`src/core/mpt_defs.vh`:
```
`ifndef MPT_DEFS_VH
`define MPT_DEFS_VH

// ----------------------------------------
// register byte offsets
// ----------------------------------------
`define MPT_A_CTRL 8'h00
`define MPT_A_FLC 8'h04
`define MPT_A_CTPRI 8'h08
`define MPT_A_GFTRIP 8'h0c
`define MPT_A_GFALARM 8'h10
`define MPT_A_GFDLY 8'h14
`define MPT_A_UC 8'h18
`define MPT_A_JAM 8'h1c
`define MPT_A_SC 8'h20
`define MPT_A_OVL 8'h24
`define MPT_A_LATCH 8'h28
`define MPT_A_STATUS 8'h2c
`define MPT_A_MAXT 8'h30
`define MPT_A_RTD_HI 3'h2
`define MPT_RTD_CNT 6

// ----------------------------------------
// field positions
// ----------------------------------------
`define MPT_CTRL_CLR 0
`define MPT_CTRL_MISS 1
`define MPT_LT_GFT 0
`define MPT_LT_GFA 1
`define MPT_LT_UC 2
`define MPT_LT_JAM 3
`define MPT_LT_SC 4
`define MPT_LT_RTDT 5
`define MPT_LT_RTDA 6

// ----------------------------------------
// scaling and limits
// ----------------------------------------
`define MPT_PCT 32'd100
`define MPT_STOP_PCT 32'd5
`define MPT_GF_2000 32'd2000
`define MPT_GF_STEP 32'd10
`define MPT_RTD_HYST 9'h004
`define MPT_GF_DMAX 11'd200
`define MPT_SC_DMAX 11'd205
`define MPT_JAM_DMIN 11'd5
`define MPT_JAM_DMAX 11'd1250

// ----------------------------------------
// timing: delays count tenths of a second
// ----------------------------------------
`define MPT_CLK_HZ 100000000
`define MPT_TENTHS_PER_S 10

`endif

```
`src/core/mpt_trip.v`:
```
// Overview of operation
// RQ1: ground CT ratio 2000:1 or 50..250:5
// RQ2: ground trip and alarm, own delays
// RQ3: ground trip delay zero to 20.0 s
// RQ4: undercurrent persisting past delay raises alarm
// RQ5: undercurrent OFF disables it, delay ignored
// RQ6: unlatched undercurrent drops when current recovers
// RQ7: undercurrent clears at stop unless latched
// RQ8: jam armed only after start, while running
// RQ9: jam 150..450 percent, 0.5..125.0 s
// RQ10: jam OFF disables it, delay ignored
// RQ11: short circuit always active unless OFF
// RQ12: short circuit 4..12 FULL_LOAD_CURRENT, up to 20.5 s
// RQ13: overload alarm 1.01..1.50 FULL_LOAD_CURRENT, no delay
// RQ14: overload alarm never latches
// RQ15: six stator channels, count selects lowest
// RQ16: per channel trip and alarm thresholds
// RQ17: hottest counted channel forwarded only
// RQ18: open channel flagged and excluded everywhere
// RQ19: missing sensor enable makes open alarm
// RQ20: reset blocked until 4 C below threshold
// RQ21: stop below 5 percent CT primary
// RQ22: running once current falls below FULL_LOAD_CURRENT
// RQ23: timers count while condition holds continuously
// RQ24: zero threshold means OFF, timer held
//
// Local design decisions: the register addresses and the APB register port.
`timescale 1ns/1ps
`default_nettype none
`include "mpt_defs.vh"

module mpt_ptimer (
    input wire pclk,
    input wire presetn,
    input wire clk_en,
    input wire tick,
    input wire cond,
    input wire [10:0] delay,
    output wire fire
);
    reg [10:0] cnt_q;

    always @(posedge pclk or negedge presetn) begin
        if (!presetn) begin
            cnt_q <= 11'h000;
        end else if (clk_en) begin
            if (!cond) begin
                cnt_q <= 11'h000; // RQ23
            end else if (tick && cnt_q < delay) begin
                cnt_q <= cnt_q + 11'h001; // RQ23
            end
        end
    end

    // zero delay fires in the same cycle the condition appears
    assign fire = cond && (cnt_q >= delay); // RQ23
endmodule

module mpt_trip #(
    parameter TENTH_CYCLES = `MPT_CLK_HZ / `MPT_TENTHS_PER_S
) (
    input wire pclk,
    input wire presetn,
    input wire clk_en,
    input wire psel,
    input wire penable,
    input wire pwrite,
    input wire [7:0] paddr,
    input wire [31:0] pwdata,
    output wire [31:0] prdata,
    output wire pready,
    output wire pslverr,
    input wire [15:0] avg_current,
    input wire [15:0] max_phase_current,
    input wire [11:0] gf_secondary_ma,
    input wire [47:0] rtd_temp,
    input wire [5:0] rtd_open,
    output wire gf_trip,
    output wire gf_alarm,
    output wire uc_alarm,
    output wire jam_trip,
    output wire sc_trip,
    output wire ovl_alarm,
    output wire rtd_trip,
    output wire rtd_alarm,
    output wire sensor_alarm,
    output wire [5:0] open_sensor_indication,
    output wire [7:0] stator_max_temp,
    output wire motor_running
);
    localparam ST_STOP = 3'b001;
    localparam ST_START = 3'b010;
    localparam ST_RUN = 3'b100;

    // ----------------------------------------
    // setpoint registers
    // ----------------------------------------
    reg miss_en_q;
    reg [2:0] gf_ratio_q;
    reg [2:0] stator_sensor_count_q;
    reg [15:0] full_load_current_q;
    reg [15:0] ct_primary_q;
    reg [23:0] gf_trip_thr_q;
    reg [23:0] gf_alarm_thr_q;
    reg [7:0] gf_trip_dly_q;
    reg [7:0] gf_alarm_dly_q;
    reg [15:0] uc_thr_q;
    reg [7:0] uc_dly_q;
    reg [8:0] jam_threshold_q;
    reg [10:0] jam_dly_q;
    reg [3:0] sc_mult_q;
    reg [7:0] sc_dly_q;
    reg [7:0] ovl_pct_q;
    reg [6:0] output_latch_selection_q;
    reg [15:0] rtd_thr_q [0:5];
    reg clr_q;
    reg [31:0] prdata_q;
    reg setup_q;
    reg [31:0] rd_d;
    reg hit_d;
    integer i;

    // ----------------------------------------
    // apb slave
    // ----------------------------------------
    // read data is captured in the setup cycle so prdata is a flop
    wire acc = psel && penable;
    wire wr = acc && pwrite && pready;
    wire [2:0] ridx = paddr[4:2];
    wire rtd_hit = (paddr[7:5] == `MPT_A_RTD_HI) && (paddr[1:0] == 2'h0)
        && (ridx < `MPT_RTD_CNT);
    assign pready = setup_q && clk_en;
    assign prdata = prdata_q;
    assign pslverr = acc && pready && !hit_d;

    always @* begin
        hit_d = 1'b1;
        rd_d = 32'h0000_0000;
        case (paddr)
            `MPT_A_CTRL: rd_d = {24'h0, stator_sensor_count_q, gf_ratio_q, miss_en_q, 1'b0};
            `MPT_A_FLC: rd_d = {16'h0, full_load_current_q};
            `MPT_A_CTPRI: rd_d = {16'h0, ct_primary_q};
            `MPT_A_GFTRIP: rd_d = {8'h0, gf_trip_thr_q};
            `MPT_A_GFALARM: rd_d = {8'h0, gf_alarm_thr_q};
            `MPT_A_GFDLY: rd_d = {16'h0, gf_alarm_dly_q, gf_trip_dly_q};
            `MPT_A_UC: rd_d = {8'h0, uc_dly_q, uc_thr_q};
            `MPT_A_JAM: rd_d = {5'h0, jam_dly_q, 7'h0, jam_threshold_q};
            `MPT_A_SC: rd_d = {16'h0, sc_dly_q, 4'h0, sc_mult_q};
            `MPT_A_OVL: rd_d = {24'h0, ovl_pct_q};
            `MPT_A_LATCH: rd_d = {25'h0, output_latch_selection_q};
            `MPT_A_STATUS: rd_d = {16'h0, motor_running, open_sensor_indication,
                sensor_alarm, rtd_alarm, rtd_trip, ovl_alarm, sc_trip, jam_trip,
                uc_alarm, gf_alarm, gf_trip};
            `MPT_A_MAXT: rd_d = {24'h0, stator_max_temp};
            default: begin
                if (rtd_hit) begin
                    rd_d = {16'h0, rtd_thr_q[ridx]};
                end else begin
                    hit_d = 1'b0;
                end
            end
        endcase
    end

    always @(posedge pclk or negedge presetn) begin
        if (!presetn) begin
            setup_q <= 1'b0;
            prdata_q <= 32'h0000_0000;
            clr_q <= 1'b0;
            miss_en_q <= 1'b0;
            gf_ratio_q <= 3'h0;
            stator_sensor_count_q <= 3'h0;
            full_load_current_q <= 16'h0000;
            ct_primary_q <= 16'h0000;
            gf_trip_thr_q <= 24'h00_0000;
            gf_alarm_thr_q <= 24'h00_0000;
            gf_trip_dly_q <= 8'h00;
            gf_alarm_dly_q <= 8'h00;
            uc_thr_q <= 16'h0000;
            uc_dly_q <= 8'h00;
            jam_threshold_q <= 9'h000;
            jam_dly_q <= 11'h000;
            sc_mult_q <= 4'h0;
            sc_dly_q <= 8'h00;
            ovl_pct_q <= 8'h00;
            output_latch_selection_q <= 7'h00;
            for (i = 0; i < `MPT_RTD_CNT; i = i + 1) begin
                rtd_thr_q[i] <= 16'h0000;
            end
        end else if (clk_en) begin
            clr_q <= 1'b0;
            if (psel && !penable) begin
                setup_q <= 1'b1;
                prdata_q <= rd_d;
            end else if (acc) begin
                setup_q <= 1'b0;
            end
            if (wr) begin
                case (paddr)
                    `MPT_A_CTRL: begin
                        clr_q <= pwdata[`MPT_CTRL_CLR];
                        miss_en_q <= pwdata[`MPT_CTRL_MISS];
                        gf_ratio_q <= pwdata[4:2]; // RQ1
                        stator_sensor_count_q <= pwdata[7:5]; // RQ15
                    end
                    `MPT_A_FLC: full_load_current_q <= pwdata[15:0];
                    `MPT_A_CTPRI: ct_primary_q <= pwdata[15:0];
                    `MPT_A_GFTRIP: gf_trip_thr_q <= pwdata[23:0];
                    `MPT_A_GFALARM: gf_alarm_thr_q <= pwdata[23:0];
                    `MPT_A_GFDLY: begin
                        gf_trip_dly_q <= pwdata[7:0];
                        gf_alarm_dly_q <= pwdata[15:8];
                    end
                    `MPT_A_UC: begin
                        uc_thr_q <= pwdata[15:0];
                        uc_dly_q <= pwdata[23:16];
                    end
                    `MPT_A_JAM: begin
                        jam_threshold_q <= pwdata[8:0];
                        jam_dly_q <= pwdata[26:16];
                    end
                    `MPT_A_SC: begin
                        sc_mult_q <= pwdata[3:0];
                        sc_dly_q <= pwdata[15:8];
                    end
                    `MPT_A_OVL: ovl_pct_q <= pwdata[7:0];
                    `MPT_A_LATCH: output_latch_selection_q <= pwdata[6:0];
                    default: begin
                        if (rtd_hit) begin
                            rtd_thr_q[ridx] <= pwdata[15:0]; // RQ16
                        end
                    end
                endcase
            end
        end
    end

    // ----------------------------------------
    // tenth-second tick
    // ----------------------------------------
    reg [23:0] pre_q;
    wire tick = (pre_q == TENTH_CYCLES - 1);

    always @(posedge pclk or negedge presetn) begin
        if (!presetn) begin
            pre_q <= 24'h00_0000;
        end else if (clk_en) begin
            pre_q <= tick ? 24'h00_0000 : pre_q + 24'h00_0001;
        end
    end

    // ----------------------------------------
    // motor state
    // ----------------------------------------
    wire [31:0] full_load_current = {16'h0, full_load_current_q};
    wire [31:0] avg = {16'h0, avg_current};
    wire [31:0] avg_pct = avg * `MPT_PCT;
    wire stop_c = avg_pct < {16'h0, ct_primary_q} * `MPT_STOP_PCT; // RQ21
    reg [2:0] st_q;
    wire stopped = st_q[0];
    wire running = st_q[2];

    always @(posedge pclk or negedge presetn) begin
        if (!presetn) begin
            st_q <= ST_STOP;
        end else if (clk_en) begin
            case (st_q)
                ST_STOP: if (avg > full_load_current) st_q <= ST_START;
                ST_START: begin
                    if (stop_c) st_q <= ST_STOP; // RQ21
                    else if (avg < full_load_current) st_q <= ST_RUN; // RQ22
                end
                ST_RUN: if (stop_c) st_q <= ST_STOP; // RQ21
                default: st_q <= ST_STOP;
            endcase
        end
    end

    // ----------------------------------------
    // current functions
    // ----------------------------------------
    wire [31:0] gf_sec = {20'h0, gf_secondary_ma};
    // primary milliamps; ratio code 0 picks the 2000:1 sensor
    wire [31:0] gf_pri = (gf_ratio_q == 3'h0) ? gf_sec * `MPT_GF_2000 // RQ1
        : gf_sec * `MPT_GF_STEP * {29'h0, gf_ratio_q}; // RQ1
    wire gft_c = (gf_trip_thr_q != 24'h0) && (gf_pri > {8'h0, gf_trip_thr_q}); // RQ2 RQ24
    wire gfa_c = (gf_alarm_thr_q != 24'h0) && (gf_pri > {8'h0, gf_alarm_thr_q}); // RQ2 RQ24
    wire uc_c = (uc_thr_q != 16'h0) && !stopped && (avg_current < uc_thr_q); // RQ4 RQ5 RQ7
    wire jam_c = (jam_threshold_q != 9'h0) && running // RQ8 RQ10
        && (avg_pct > full_load_current * {23'h0, jam_threshold_q}); // RQ9
    wire sc_c = (sc_mult_q != 4'h0) // RQ11
        && ({16'h0, max_phase_current} > full_load_current * {28'h0, sc_mult_q}); // RQ12
    wire ovl_c = (ovl_pct_q != 8'h0) && (avg_pct > full_load_current * {24'h0, ovl_pct_q}); // RQ13

    // delays beyond the documented ranges are clamped, not rejected
    wire [10:0] gft_dly = ({3'h0, gf_trip_dly_q} > `MPT_GF_DMAX) ? `MPT_GF_DMAX
        : {3'h0, gf_trip_dly_q}; // RQ3
    wire [10:0] sc_dly = ({3'h0, sc_dly_q} > `MPT_SC_DMAX) ? `MPT_SC_DMAX
        : {3'h0, sc_dly_q}; // RQ12
    wire [10:0] jam_dly = (jam_dly_q < `MPT_JAM_DMIN) ? `MPT_JAM_DMIN
        : (jam_dly_q > `MPT_JAM_DMAX) ? `MPT_JAM_DMAX : jam_dly_q; // RQ9

    wire [4:0] fire;
    wire [4:0] cond = {sc_c, jam_c, uc_c, gfa_c, gft_c};
    wire [54:0] dly = {sc_dly, jam_dly, {3'h0, uc_dly_q}, {3'h0, gf_alarm_dly_q}, gft_dly};

    genvar g;
    generate
        for (g = 0; g < 5; g = g + 1) begin : tmr
            mpt_ptimer u_tmr (
                .pclk(pclk),
                .presetn(presetn),
                .clk_en(clk_en),
                .tick(tick),
                .cond(cond[g]),
                .delay(dly[11*g +: 11]),
                .fire(fire[g])
            );
        end
    endgenerate

    // ----------------------------------------
    // stator sensors
    // ----------------------------------------
    reg [5:0] rt_q;
    reg [5:0] ra_q;
    reg [5:0] rt_d;
    reg [5:0] ra_d;
    reg [7:0] maxt_d;
    reg miss_d;
    reg use_c;
    reg [7:0] t;
    reg [7:0] thr_t;
    reg [7:0] thr_a;
    integer j;

    always @* begin
        rt_d = 6'h00;
        ra_d = 6'h00;
        maxt_d = 8'h00;
        miss_d = 1'b0;
        use_c = 1'b0;
        t = 8'h00;
        thr_t = 8'h00;
        thr_a = 8'h00;
        for (j = 0; j < `MPT_RTD_CNT; j = j + 1) begin
            t = rtd_temp[8*j +: 8];
            thr_a = rtd_thr_q[j][7:0];
            thr_t = rtd_thr_q[j][15:8];
            use_c = (j < stator_sensor_count_q) && !rtd_open[j]; // RQ15 RQ18
            if (j < stator_sensor_count_q && rtd_open[j]) miss_d = 1'b1; // RQ19
            if (use_c && t > maxt_d) maxt_d = t; // RQ17
            // cooling band: output stays until 4 C under the exceeded level
            rt_d[j] = (use_c && thr_t != 8'h0 && t > thr_t) // RQ16
                || (rt_q[j] && !((!use_c || {1'b0, t} + `MPT_RTD_HYST <= {1'b0, thr_t})
                && (!output_latch_selection_q[`MPT_LT_RTDT] || clr_q))); // RQ20
            ra_d[j] = (use_c && thr_a != 8'h0 && t > thr_a) // RQ16
                || (ra_q[j] && !((!use_c || {1'b0, t} + `MPT_RTD_HYST <= {1'b0, thr_a})
                && (!output_latch_selection_q[`MPT_LT_RTDA] || clr_q))); // RQ20
        end
    end

    // ----------------------------------------
    // output flags
    // ----------------------------------------
    // a new activation in the clear cycle wins over the clear
    reg [4:0] out_q;
    reg ovl_q;
    reg miss_q;
    reg [7:0] maxt_q;
    reg [5:0] open_q;
    wire [4:0] lt = output_latch_selection_q[4:0];

    always @(posedge pclk or negedge presetn) begin
        if (!presetn) begin
            out_q <= 5'h00;
            ovl_q <= 1'b0;
            miss_q <= 1'b0;
            maxt_q <= 8'h00;
            open_q <= 6'h00;
            rt_q <= 6'h00;
            ra_q <= 6'h00;
        end else if (clk_en) begin
            out_q <= fire | (out_q & lt & {5{!clr_q}}); // RQ2 RQ4 RQ6 RQ7
            ovl_q <= ovl_c; // RQ13 RQ14
            miss_q <= miss_en_q && miss_d; // RQ19
            maxt_q <= maxt_d; // RQ17
            open_q <= rtd_open; // RQ18
            rt_q <= rt_d;
            ra_q <= ra_d;
        end
    end

    assign gf_trip = out_q[`MPT_LT_GFT];
    assign gf_alarm = out_q[`MPT_LT_GFA];
    assign uc_alarm = out_q[`MPT_LT_UC];
    assign jam_trip = out_q[`MPT_LT_JAM];
    assign sc_trip = out_q[`MPT_LT_SC];
    assign ovl_alarm = ovl_q;
    assign rtd_trip = |rt_q;
    assign rtd_alarm = |ra_q;
    assign sensor_alarm = miss_q;
    assign open_sensor_indication = open_q;
    assign stator_max_temp = maxt_q;
    assign motor_running = running;
endmodule

`default_nettype wire

```
`config.mk`:
```
export PLATFORM = sky130hd
export DESIGN_NAME = mpt_trip
export DESIGN_NICKNAME = d
export VERILOG_FILES = /design/src/core/mpt_trip.v
export VERILOG_INCLUDE_DIRS = /design/src /design/src/core
export SDC_FILE = /design/constraint.sdc
export NUM_CORES = 2
export LEC_CHECK = 0
export BUFFER_PORTS_ARGS = -buffer_cell sky130_fd_sc_hd__buf_2
export CORE_AREA = 2 2 420 380
export CTS_CLUSTER_DIAMETER = 120
export CTS_CLUSTER_SIZE = 28
export DETAILED_ROUTE_END_ITERATION = 8
export DIE_AREA = 0 0 422 382
export PLACE_DENSITY_LB_ADDON = 0.3
export SKIP_CTS_REPAIR_TIMING = 1
export SLEW_MARGIN = 20
export SYNTH_ARGS = -nofsm -noshare
export SYNTH_HDL_FRONTEND = slang
export SYNTH_SLANG_ARGS = --single-unit
```
`constraint.sdc`:
```
create_clock -name pclk -period 18.9 [get_ports pclk]
set_input_delay 0.945 -clock pclk [delete_from_list [all_inputs] [get_ports pclk]]
set_output_delay 0.945 -clock pclk [all_outputs]
set_load 0.005 [all_outputs]
```
==> run_results.csv <==
group,metric,value,unit
run_status,status,"completed",
clocking,cts_num_sinks,414,
clocking,clk_pin_slew_worst_paths,0.10,ns
critical_path,crit_path_max_fanout,15,
critical_path,slowest_stage,"mux2i_1",
sta,setup_viol,0,
floorplan,die-area,161000,sq um
global_routing,grt_pass1_wl,231000,um
routing,initialDrtViolationCount,2602,
critical_path,critical_path.startpoint_type,"register",
routing,viasPerCell,5.12,
routing,num_vias,36800,
global_routing,grt_usage,0.186,
sta,worst_slew_pin_slew,1.21,ns
placed_design,io_buffers,191,
floorplan,ios,202,
floorplan,rows,138,
clocking,root_buffer,"clkbuf_16",
sta,grt_setup_unrepaired,"false",
final_layout,final-seq-area,10400,sq um
power,comb_power_share,0.428,
global_routing,antenna_found_initial,20,
power,leakage,24.4,nW
sta,setup_tns,0,ns
power,total_power,0.00262,W
placed_design,place_hpwl,118000,um
global_routing,grt_max_degree,168,
power,power.share.clock,0.220,
clocking,cts_buffer_depth,3,
yosys,synth.avg_cell_area,9.09,sq um
clocking,tritoncts,"built",
critical_path,cp.required,19.43,ns
worst_hold_path,min_path_type,"in2async",
yosys,synthFlopType,"dfrtp_1",
routing,post-route-drc-count,0,
clocking,cts_buffers,22,
sta,slew_violations,0,
sta,fin_crit_sh,0.665,
final_layout,final_common_cell,"ha_1",
final_layout,final_cell_mix,"682 x ha_1, 655 x inv_1, 493 x nand2_1",
power,p_int,0.00160,W
power,powerDensity,53.1,nW/um^2
yosys,synth_cells,4984,
power,switching_share,0.391,
yosys,yosysUniqueCellTypes,87,
yosys,ys_seq_area_frac,0.229,
floorplan,dieHeight,382,um
critical_path,arrival,13.10,ns
placed_design,gp_congestion,0.923,
routing,ant_nets,0,
critical_path,slowest_delay,0.75,ns
clocking,insertion_delay,0.64,ns
yosys,async_flop_share,1.00,
critical_path,cp_common_cell,"a21o_1",
sta,finalHoldViolCount,0,
routing,wirelength,152000,um
sta,fin_skew,0.0919,ns
yosys,synth_area,45300,sq um
final_layout,drive_gt1_frac,0.114,
yosys,synth-edff-count,0,
sta,relSlewSlack,0.185,
sta,fmaxAchievable,79.6,MHz
final_layout,areaGrowthSynthToFinish,9.17,%
floorplan,core,157000,sq um
flow_run,drv_cap,0,
critical_path,critical_path_class,"reg2reg",
global_routing,gr-total-overflow,0,
floorplan,dieWidth,422,um
routing,drt_first_pass_iters,7,
global_routing,grt_pass1_vias,36400,
sta,fin_crit,12.57,ns
critical_path,endpoint_kind,"register",
final_layout,final_net_count,6182,
power,p_switching,0.00103,W
power,ir_worst_vdd,0.0000652,V
power,seqPwrFrac,0.352,
yosys,yosys_warnings,0,
floorplan,start_util,0.289,
routing,wl_per_cell,21.1,um
final_layout,multiInputGateArea,31800,sq um
clocking,h-tree-depth,1,
final_layout,fill_cells,16600,
yosys,ys_ff_latch,414,
## sequential cells by signal, indices dropped and copies added (netlist names), 24 cells and up
register,cells
gf_alarm_thr_q,24
gf_trip_thr_q,24
prdata,27
pre_q,24
rtd_thr_q,96
tmr.u_tmr.cnt_q,55
## layer usage
metal  track usage  vias to the layer above  part of all wire
met5             0                        -           0.00017
met4        0.0442                        4             0.029
met3        0.0203                      182             0.053
met2         0.313                      975              0.47
met1         0.254                    18300              0.45
li1              -                    17300                 -
## power by group through the flow
stage               Combinational [W]  Sequential [W]  Clock (W)
detailed placement            0.00111        0.000941          0
global route                  0.00128        0.000926   0.000623
global placement              0.00109        0.000941          0
finish                        0.00112        0.000924   0.000576
floorplan                    0.000765        0.000932          0
CTS                           0.00112        0.000924   0.000593
## stage by stage
stage / instances / hold slack [ns] / instance area [sq um] / setup slack, ns / utilization
6_report: 7194 / 0.335 / 49500 / 6.33 / 0.315
5_1_grt: 7191 / 0.421 / 49400 / 5.40 / 0.315
4_1_cts: 7188 / 0.433 / 49400 / 6.58 / 0.315
3_5_place_dp: 7156 / 0.457 / 48700 / 6.16 / 0.311
3_3_place_gp: 7156 / 0.459 / 48700 / 6.15 / 0.311
2_1_floorplan: 4988 / 0.438 / 45300 / 8.24 / -
## worst paths after layout
path / slack, ns / from / end / depth (start not counted)
setup / recovery: 6.33 / stator_sensor_count_q[2] / stator_max_temp[7] / 51
hold / removal: 0.33 / presetn / rtd_thr_q[82] / 1
setup reg to reg: 6.33 / stator_sensor_count_q[2] / stator_max_temp[7] / 51
hold reg to reg: 0.48 / pre_q[6] / pre_q[6] / 1
max in group asynchronous: 16.19 / presetn / rtd_thr_q[14] / 3
min in group pclk: 0.48 / pre_q[6] / pre_q[6] / 1
## critical path, delay by kind of cell, from the launching register on
family | cells | cell delay, ns
simple gates | 17 | 3.37
buf+inv | 1 | 0.09
mux | 2 | 1.28
compound gates | 26 | 5.44
fa+ha+maj | 5 | 1.52
flops | 1 | 0.73
## layout make-up
cell class / instances / area share
clock buffers: 22 / 0.0111
repair buffers: 255 / 0.0296
diodes: 6 / 0.000304
clock inverters: 10 / 0.00354
inverters: 655 / 0.0497
well taps: 2100 / 0.0531
flip-flops and latches: 414 / 0.209
multi-input cells: 3732 / 0.643
## cells in the mapped netlist (12+ instances only)
cell type  number  share of area
inv_1         655          0.054
nor2_1        194          0.016
o31ai_1        13         0.0022
or2_2          15         0.0021
xnor2_1       108          0.021
fa_1          276           0.12
o21a_1         36         0.0060
nand2_1       495          0.041
mux2_2        240          0.060
o21bai_1       32         0.0053
nor2b_1        68         0.0094
and2_1        151          0.021
and3_1         32         0.0044
ha_1          682           0.19
mux2i_1        28         0.0062
nand2b_1       57         0.0079
nand4_1        97          0.013
a211oi_1       14         0.0023
o21ai_0       226          0.025
nand3_1        96          0.011
a22oi_1        54         0.0089
or3_1          19         0.0026
a21o_1        108          0.018
a21boi_0       18         0.0030
xor2_1         68          0.013
a221oi_1       21         0.0041
a31oi_1        13         0.0018
o311ai_0       12         0.0023
nor3_1         33         0.0036
o22ai_1        31         0.0043
nor4_1         57         0.0079
buf_1          18         0.0015
a22o_1         19         0.0037
clkbuf_1      161          0.013
dfrtp_1       413           0.23
a21oi_1       260          0.029
mux4_2         16         0.0080
## logic make-up after synthesis
logic type,synth area share
xor gates and xnor gates,0.0340
AOI/OAI and AO/OA,0.135
adders and majority gates,0.311
muxes,0.0741
and+or+nand+nor,0.148
other,0.0000828
DFF,0.229
buffers and inverters,0.0703
Note: power is estimated with default switching activity, not from simulation.
